File: src/wit_pkg.sv
// Package: constants and types of the watch and interval timer
package wit_pkg;
   localparam int WIT_DIV_BITS = 7;
   localparam int WIT_PRE_BITS = 11;
   localparam int WIT_CNT_BITS = 5;
   localparam int WIT_CNT_TAP = 9;
   localparam int WIT_INTV_BASE = 4;
   localparam logic [7:0] WIT_MODE_RESET = 8'h00;
   localparam logic [1:0] WIT_WSEL_2P14 = 2'h0;
   localparam logic [1:0] WIT_WSEL_2P13 = 2'h1;
   localparam logic [1:0] WIT_WSEL_2P5 = 2'h2;
   localparam logic [1:0] WIT_WSEL_2P4 = 2'h3;
   localparam logic [10:0] WIT_MASK_2P4 = 11'h00F;
   localparam logic [10:0] WIT_MASK_2P5 = 11'h01F;
   localparam logic [10:0] WIT_MASK_FULL = 11'h7FF;
   localparam logic [10:0] WIT_MASK_TAP = 11'h1FF;
   localparam logic [4:0] WIT_CNT_FULL = 5'h1F;
   localparam logic [4:0] WIT_CNT_HALF = 5'h0F;

   typedef struct packed {
      logic countClockSourceSel;
      logic [2:0] intervalSel;
      logic [1:0] overflowIntervalSel;
      logic counterRunEnable;
      logic timerRunEnable;
   } wit_mode_s;
endpackage : wit_pkg

File: src/wit_watch_interval_timer.sv
// Module: watch timer with 5-bit counter, 11-bit prescaler, interval taps
// Functional notes
// - The mode register resets to zero and takes both bit and byte writes.
// - Count clock is clock/128 when the source bit is 0, else subsystem.
// - The watch function pulses its request at the recurring period its code selects.
// - Watch counts only while both run bits are 1, else counter is zero.
// - Clearing only the counter run bit zeroes the counter, not prescaler.
// - Watch period code 00/01/10/11 gives 2^14/2^13/2^5/2^4 count ticks.
// - The interval function pulses its own request every selected period.
// - Interval period is 2^(4+code) count ticks, 2^4 up to 2^11.
// - Interval counting follows the timer run bit only.
`timescale 1ns/10ps
module wit_watch_interval_timer
   import wit_pkg::*;
#(
   parameter int DIV_BITS = WIT_DIV_BITS
) (
   input wire logic clock, // 25 MHz peripheral clock
   input wire logic resetn, // Asynchronous reset, active low
   input wire logic byteWrite, // Whole-byte write strobe
   input wire logic [7:0] byteData, // Byte write data
   input wire logic bitWrite, // Single-bit write strobe
   input wire logic [2:0] bitIndex, // Bit written by bitWrite
   input wire logic bitValue, // Value written by bitWrite
   input wire logic subClockTick, // Subsystem clock edge, one cycle
   output logic [7:0] watch_timer_mode, // Mode register readback
   output logic watch_overflow_irq, // Watch request pulse
   output logic interval_irq // Interval request pulse
);
   logic [DIV_BITS-1:0] divCount;
   logic divTick;
   logic countTick;
   logic [WIT_PRE_BITS-1:0] prescaler;
   logic [WIT_CNT_BITS-1:0] watchCount;
   logic bothRun;
   logic watchHit;
   logic intervalHit;
   logic [WIT_PRE_BITS-1:0] intervalMask;
   logic [7:0] next_mode;
   wit_mode_s mode;

   assign mode = wit_mode_s'(watch_timer_mode);
   assign bothRun = mode.timerRunEnable & mode.counterRunEnable;

   // Byte write wins over a bit write in the same cycle
   always_comb begin
      next_mode = watch_timer_mode;
      if (byteWrite) begin
         next_mode = byteData;
      end else if (bitWrite) begin
         next_mode[bitIndex] = bitValue;
      end
   end

   always_ff @(posedge clock or negedge resetn) begin
      if (!resetn) begin
         watch_timer_mode <= WIT_MODE_RESET;
      end else begin
         watch_timer_mode <= next_mode;
      end
   end

   // Free-running divider so the source can switch without a restart
   always_ff @(posedge clock or negedge resetn) begin
      if (!resetn) begin
         divCount <= '0;
      end else begin
         divCount <= divCount + 1'b1;
      end
   end

   assign divTick = &divCount;
   assign countTick = mode.countClockSourceSel ? subClockTick
                                               : divTick;

   always_ff @(posedge clock or negedge resetn) begin
      if (!resetn) begin
         prescaler <= '0;
      end else if (!mode.timerRunEnable) begin
         prescaler <= '0;
      end else if (countTick) begin
         prescaler <= prescaler + 1'b1;
      end
   end

   // Counter advances on the 2^9 carry of the prescaler
   always_ff @(posedge clock or negedge resetn) begin
      if (!resetn) begin
         watchCount <= '0;
      end else if (!bothRun) begin
         watchCount <= '0;
      end else if (countTick && &(prescaler | ~WIT_MASK_TAP)) begin
         watchCount <= watchCount + 1'b1;
      end
   end

   always_comb begin
      watchHit = 1'b0;
      case (mode.overflowIntervalSel)
         WIT_WSEL_2P14: begin
            watchHit = &(prescaler | ~WIT_MASK_TAP) &&
                       watchCount == WIT_CNT_FULL;
         end
         WIT_WSEL_2P13: begin
            watchHit = &(prescaler | ~WIT_MASK_TAP) &&
                       (watchCount & WIT_CNT_HALF) == WIT_CNT_HALF;
         end
         WIT_WSEL_2P5: watchHit = &(prescaler | ~WIT_MASK_2P5);
         WIT_WSEL_2P4: watchHit = &(prescaler | ~WIT_MASK_2P4);
         default: watchHit = 1'b0;
      endcase
   end

   // Tap at stage 4+code: low (4+code) prescaler bits all ones
   assign intervalMask = WIT_MASK_FULL >> (3'h7 - mode.intervalSel);
   assign intervalHit = &(prescaler | ~intervalMask);

   always_ff @(posedge clock or negedge resetn) begin
      if (!resetn) begin
         watch_overflow_irq <= 1'b0;
      end else begin
         watch_overflow_irq <= countTick & bothRun & watchHit;
      end
   end

   always_ff @(posedge clock or negedge resetn) begin
      if (!resetn) begin
         interval_irq <= 1'b0;
      end else begin
         interval_irq <= countTick & mode.timerRunEnable &
                         intervalHit;
      end
   end

   AST_RESET_ZERO: assert property (
      @(posedge clock) $rose(resetn) |-> watch_timer_mode == WIT_MODE_RESET)
      else $error("mode register not zero after reset");

   AST_BYTE_WRITE: assert property (
      @(posedge clock) disable iff (!resetn)
      byteWrite |=> watch_timer_mode == $past(byteData))
      else $error("byte write not stored");

   AST_BIT_WRITE: assert property (
      @(posedge clock) disable iff (!resetn)
      bitWrite && !byteWrite |=>
      watch_timer_mode[$past(bitIndex)] == $past(bitValue))
      else $error("bit write not stored");

   // Divided source: the prescaler must not move away from the divider wrap
   AST_DIV_SOURCE: assert property (
      @(posedge clock) disable iff (!resetn)
      mode.timerRunEnable && !mode.countClockSourceSel && divCount != '1
      |=> prescaler == $past(prescaler))
      else $error("divided tick off its boundary");

   AST_SUB_SOURCE: assert property (
      @(posedge clock) disable iff (!resetn)
      mode.timerRunEnable && mode.countClockSourceSel && subClockTick
      |=> prescaler == $past(prescaler) + 1'b1)
      else $error("subsystem tick not counted");

   AST_WATCH_STOP: assert property (
      @(posedge clock) disable iff (!resetn)
      !bothRun |=> watchCount == '0 && !watch_overflow_irq)
      else $error("watch counter not held at zero");

   AST_WATCH_CNT: assert property (
      @(posedge clock) disable iff (!resetn)
      bothRun && countTick && prescaler[8:0] == 9'h1FF
      |=> watchCount == $past(watchCount) + 1'b1)
      else $error("watch counter missed a prescaler carry");

   AST_PRESC_KEEP: assert property (
      @(posedge clock) disable iff (!resetn)
      mode.timerRunEnable && !mode.counterRunEnable && !countTick ##1
      mode.timerRunEnable |-> prescaler == $past(prescaler))
      else $error("prescaler disturbed by counter stop");

   // Zero-second start: counter cleared, interval side keeps its phase
   AST_PRESC_RUN: assert property (
      @(posedge clock) disable iff (!resetn)
      mode.timerRunEnable && !mode.counterRunEnable && countTick
      |=> prescaler == $past(prescaler) + 1'b1 && watchCount == '0)
      else $error("prescaler stalled by counter stop");

   AST_WATCH_4: assert property (
      @(posedge clock) disable iff (!resetn)
      bothRun && countTick && mode.overflowIntervalSel == 2'h3 &&
      prescaler[3:0] == 4'hF |=> watch_overflow_irq)
      else $error("watch 2^4 request missing");

   AST_WATCH_5: assert property (
      @(posedge clock) disable iff (!resetn)
      bothRun && countTick && mode.overflowIntervalSel == 2'h2 &&
      prescaler[4:0] == 5'h1F |=> watch_overflow_irq)
      else $error("watch 2^5 request missing");

   AST_INTV_TAP: assert property (
      @(posedge clock) disable iff (!resetn)
      interval_irq |-> $past(countTick) && $past(mode.timerRunEnable))
      else $error("interval request without count tick");

   AST_INTV_16: assert property (
      @(posedge clock) disable iff (!resetn)
      countTick && mode.timerRunEnable && mode.intervalSel == 3'h0 &&
      prescaler[3:0] == 4'hF |=> interval_irq)
      else $error("interval 2^4 request missing");

   AST_INTV_STOP: assert property (
      @(posedge clock) disable iff (!resetn)
      !mode.timerRunEnable ##1 !mode.timerRunEnable |-> !interval_irq)
      else $error("interval request while stopped");

   AST_PULSE: assert property (
      @(posedge clock) disable iff (!resetn)
      interval_irq |=> !interval_irq)
      else $error("interval request longer than one cycle");

   AST_WATCH_PULSE: assert property (
      @(posedge clock) disable iff (!resetn)
      watch_overflow_irq |=> !watch_overflow_irq)
      else $error("watch request longer than one cycle");

   COV_WATCH: cover property (@(posedge clock) disable iff (!resetn)
      watch_overflow_irq);
   COV_INTV_SUB: cover property (@(posedge clock) disable iff (!resetn)
      interval_irq && mode.countClockSourceSel);
   COV_ZERO_START: cover property (@(posedge clock) disable iff (!resetn)
      mode.timerRunEnable && !mode.counterRunEnable ##1 bothRun);
   COV_WATCH_LONG: cover property (@(posedge clock) disable iff (!resetn)
      watch_overflow_irq && mode.overflowIntervalSel == 2'h0);
endmodule : wit_watch_interval_timer

File: config.mk
export PLATFORM = sky130hd
export DESIGN_NAME = wit_watch_interval_timer
export DESIGN_NICKNAME = d
export VERILOG_FILES = /design/src/wit_pkg.sv /design/src/wit_watch_interval_timer.sv
export SDC_FILE = /design/constraint.sdc
export NUM_CORES = 1
export LEC_CHECK = 0
export BUFFER_PORTS_ARGS = -buffer_cell sky130_fd_sc_hd__clkbuf_2
export CAP_MARGIN = 20
export CORE_ASPECT_RATIO = 1.4
export CORE_MARGIN = 2
export CORE_UTILIZATION = 60
export CTS_CLUSTER_SIZE = 14
export DETAILED_ROUTE_END_ITERATION = 6
export MAX_ROUTING_LAYER = met4
export PLACE_DENSITY = 0.84
export SLEW_MARGIN = 0
export SYNTH_ARGS = -nofsm -noshare
export SYNTH_HDL_FRONTEND = slang
export SYNTH_SLANG_ARGS = --single-unit
File: constraint.sdc
create_clock -name clock -period 5.1 [get_ports clock]
set_input_delay 1.02 -clock clock [delete_from_list [all_inputs] [get_ports clock]]
set_output_delay 1.02 -clock clock [all_outputs]
set_load 0.05 [all_outputs]
==> results.yml <==
pwr:
  p_sw_mw: 0.1470
  seqPwrFrac_pct: 53.8
  vdd_drop_max_mv: 0.2327
  p_comb_share_pct: 13.6
  power_density_mw_per_mm2: 269.8
  power_leakage_nw: 0.8478
  internal_power_mw: 0.3671
  p_sw_share_pct: 28.60
  total_power_mw: 0.5142
  pwr-share-clk_pct: 32.6
clock_network:
  clk_latency_ns: 0.34
  h-tree-depth: 2
  clock_path_buffers: 2
  cts_tree: "built"
  postCtsHoldBufs: 0
  post_cts_buffers: 0
  ctsResizeCount: 0
  ctsRootBufferMaster: "clkbuf_4"
  cts.clk_slew.worst_paths_ns: 0.10
  clock_sinks: 33
  numCtsBuffers: 5
synth:
  ys_warn_count: 0
  synth_area_per_cell_um2: 9.666
  synth_top_area_cell: "dfrtp_1"
  synthCells: 175
  synth_seq_area_share_pct: 48.82
  ys_seq_elements: 33
  synthesis.nets: 197
  synthDominantCellAreaShare_pct: 48.82
  yosysUniqueCellTypes: 34
  syn_area_mm2: 0.001692
  synth.area.top_cells: "dfrtp_1, mux2i_1, o21ai_0"
place:
  hpwlAfterDp_um: 2497
  dpl_worst_slack_ns: 2.652
  gp_congestion: 0.7729
  port_buffers: 26
layout:
  fin_nets: 224
  areaGrowthSynthToFinish_pct: 12.65
  n_antenna_cell: 0
  drive_above_1_share_pct: 17.24
route:
  viasPerCell: 5.941
  dr.pass1.iters: 4
  dr_total_vias: 1420
  ant_nets: 0
  routed_wirelength_um: 3466
  wl_per_cell_um: 14.50
  drc: 0
  drt_iter0_drc: 60
floorplanning:
  die_width_um: 48.88
  die_h_um: 66.83
  io_pins: 27
  rows: 22
  start_util_pct: 64.02
  core-area_mm2: 0.002643
  die-area_mm2: 0.003266
critical_path:
  worstPathBufferInverterCount: 0
  worstSetupStartpointType: "flip-flop"
  worstSetupPathType: "flip-flop to flip-flop"
  cp.required_ns: 5.35
  cp-end-kind: "flip-flop"
  slowest_stage: "o41a_1"
  critPathMaxStageDelay_ns: 0.67
  path_delay_family: "compound AO/OA/AOI/OAI gates"
  critPathArrivalTime_ns: 2.50
  crit_fanout: 31
  cp_cell_sequence: "ha_1 > nand2_1 > o41a_1 > or4_1 > a21oi_1"
global_route:
  grt_pass1_wl_um: 5954
  grt-ovfl-total: 0
  grtUsageMet3_pct: 4.933
  use_met2_pct: 43.49
  grt_max_degree: 34
  antenna_found_initial: 0
  grt_busiest_layer: "met2"
  first_global_vias: 1378
  use_met1_pct: 27.38
  track_usage_pct: 24.77
worst_hold_path:
  hp-class: "flip-flop to flip-flop"
timing:
  grt_setup_unrepaired: "false"
  worstMarginPinSlew_ns: 0.9955
  drv_slew: 0
  final_hold_viol_count: 0
  final.setup_skew_ns: 0.01140
  final.period_utilization_pct: 43.96
  setup_slack_ns: 2.858
  setup_viol: 0
  relSlewSlack_pct: 33.64
  period_needed_ns: 2.242
  max_freq_ghz: 0.4461
  fin_setup_tns_ns: 0
job:
  max_cap_viol_count: 0
outcome:
  status: "finished clean"
## sequential cells by signal, summed over array words and instances (netlist names)
register            flops
watch_overflow_irq      1
watch_timer_mode        8
watchCount              5
divCount                7
prescaler              11
interval_irq            1
## worst paths after layout
| check | start | to | slack, ns | cells past startpoint |
|---|---|---|---|---|
| min | divCount[5] | divCount[5] | 0.48 | 1 |
| min reg2reg | divCount[5] | divCount[5] | 0.48 | 1 |
| min in group asynchronous | resetn | watch_timer_mode[0] | 0.76 | 1 |
| max reg2reg | divCount[0] | prescaler[5] | 2.86 | 5 |
| max in group asynchronous | resetn | watch_overflow_irq | 3.83 | 1 |
| max | divCount[0] | prescaler[5] | 2.86 | 5 |
## layout make-up
| class | count | area (µm²) |
|---|---|---|
| flip-flops and latches | 33 | 825.8 |
| multi-input cells | 129 | 808.3 |
| fillers | 221 | 737.0 |
| repair buffers | 26 | 130.1 |
| clock buffers | 7 | 65.06 |
| well taps | 36 | 45.04 |
| inverters | 7 | 26.28 |
| clock inverters | 1 | 5.005 |
## Yosys cell counts, drive strengths merged
| master | n |
|---|---|
| and3 | 2 |
| nor3b | 2 |
| a211oi | 1 |
| nand2b | 3 |
| xor2 | 3 |
| nand4 | 3 |
| nand3 | 7 |
| o41ai | 1 |
| clkbuf | 4 |
| o21ai | 18 |
| clkinv | 1 |
| inv | 6 |
| nor2 | 12 |
| o311ai | 1 |
| nor2b | 1 |
| nor3 | 2 |
| nand4b | 1 |
| o31ai | 5 |
| mux2i | 10 |
| or3 | 6 |
| and4b | 1 |
| or4 | 5 |
| dfrtp | 33 |
| o22ai | 1 |
| xnor2 | 3 |
| ha | 5 |
| and4 | 1 |
| buf | 2 |
| nand2 | 17 |
| nand3b | 2 |
| a21oi | 15 |
| o41a | 1 |
## layout by cell type, fill, tap and decap left out, types with 2 or more instances in the layout
master,instances
clkbuf_8,2
clkbuf_2,26
mux2i_1,10
or3_1,6
nor3b_1,2
a21oi_1,15
nor3_1,2
clkbuf_4,5
ha_1,5
xor2_1,3
nand4_1,3
nand2b_1,3
o21ai_0,18
o31ai_1,5
inv_1,6
or4_1,5
nand3_1,6
and3_1,2
nor2_1,12
nand3b_1,2
dfrtp_1,33
xnor2_1,3
nand2_1,17
## per-stage QoR
step	instances	utilization [%]	hold WS (ns)	area, µm²
4_1_cts	239	72.11	0.4900	1906
3_3_place_gp	231	69.46	0.4587	1836
6_report	239	72.11	0.4827	1906
3_5_place_dp	231	69.46	0.4749	1836
2_1_floorplan	175	-	0.4415	1692
5_1_grt	239	72.11	0.5110	1906
## power by group through the flow
stage | sequential [mW] | clock [mW] | combinational (mW)
after floorplan | 0.301 | 0 | 0.0256
after global placement | 0.281 | 0 | 0.0678
after detailed placement | 0.282 | 0 | 0.0704
after CTS | 0.276 | 0.169 | 0.0709
after global routing | 0.278 | 0.182 | 0.0764
final | 0.277 | 0.167 | 0.0702
## logic make-up (layout without fill, tap and decap cells)
| group | Yosys count | count (layout) | synth area share [%] |
|---|---|---|---|
| and+or+nand+nor | 65 | 65 | 20.56 |
| AOI/OAI and AO/OA | 43 | 43 | 14.50 |
| DFF | 33 | 33 | 48.82 |
| buffers and inverters | 13 | 41 | 3.401 |
| muxes | 10 | 10 | 5.917 |
| xor gates and xnor gates | 6 | 6 | 3.107 |
| adders and majority gates | 5 | 5 | 3.698 |
## per-layer routing
layer | wire, µm | part of all wire (%)
met5 | 0 | 0
met4 | 92 | 2.7
met3 | 166 | 4.8
met2 | 1796 | 52
met1 | 1410 | 41
(Power assumes the default switching activity.)
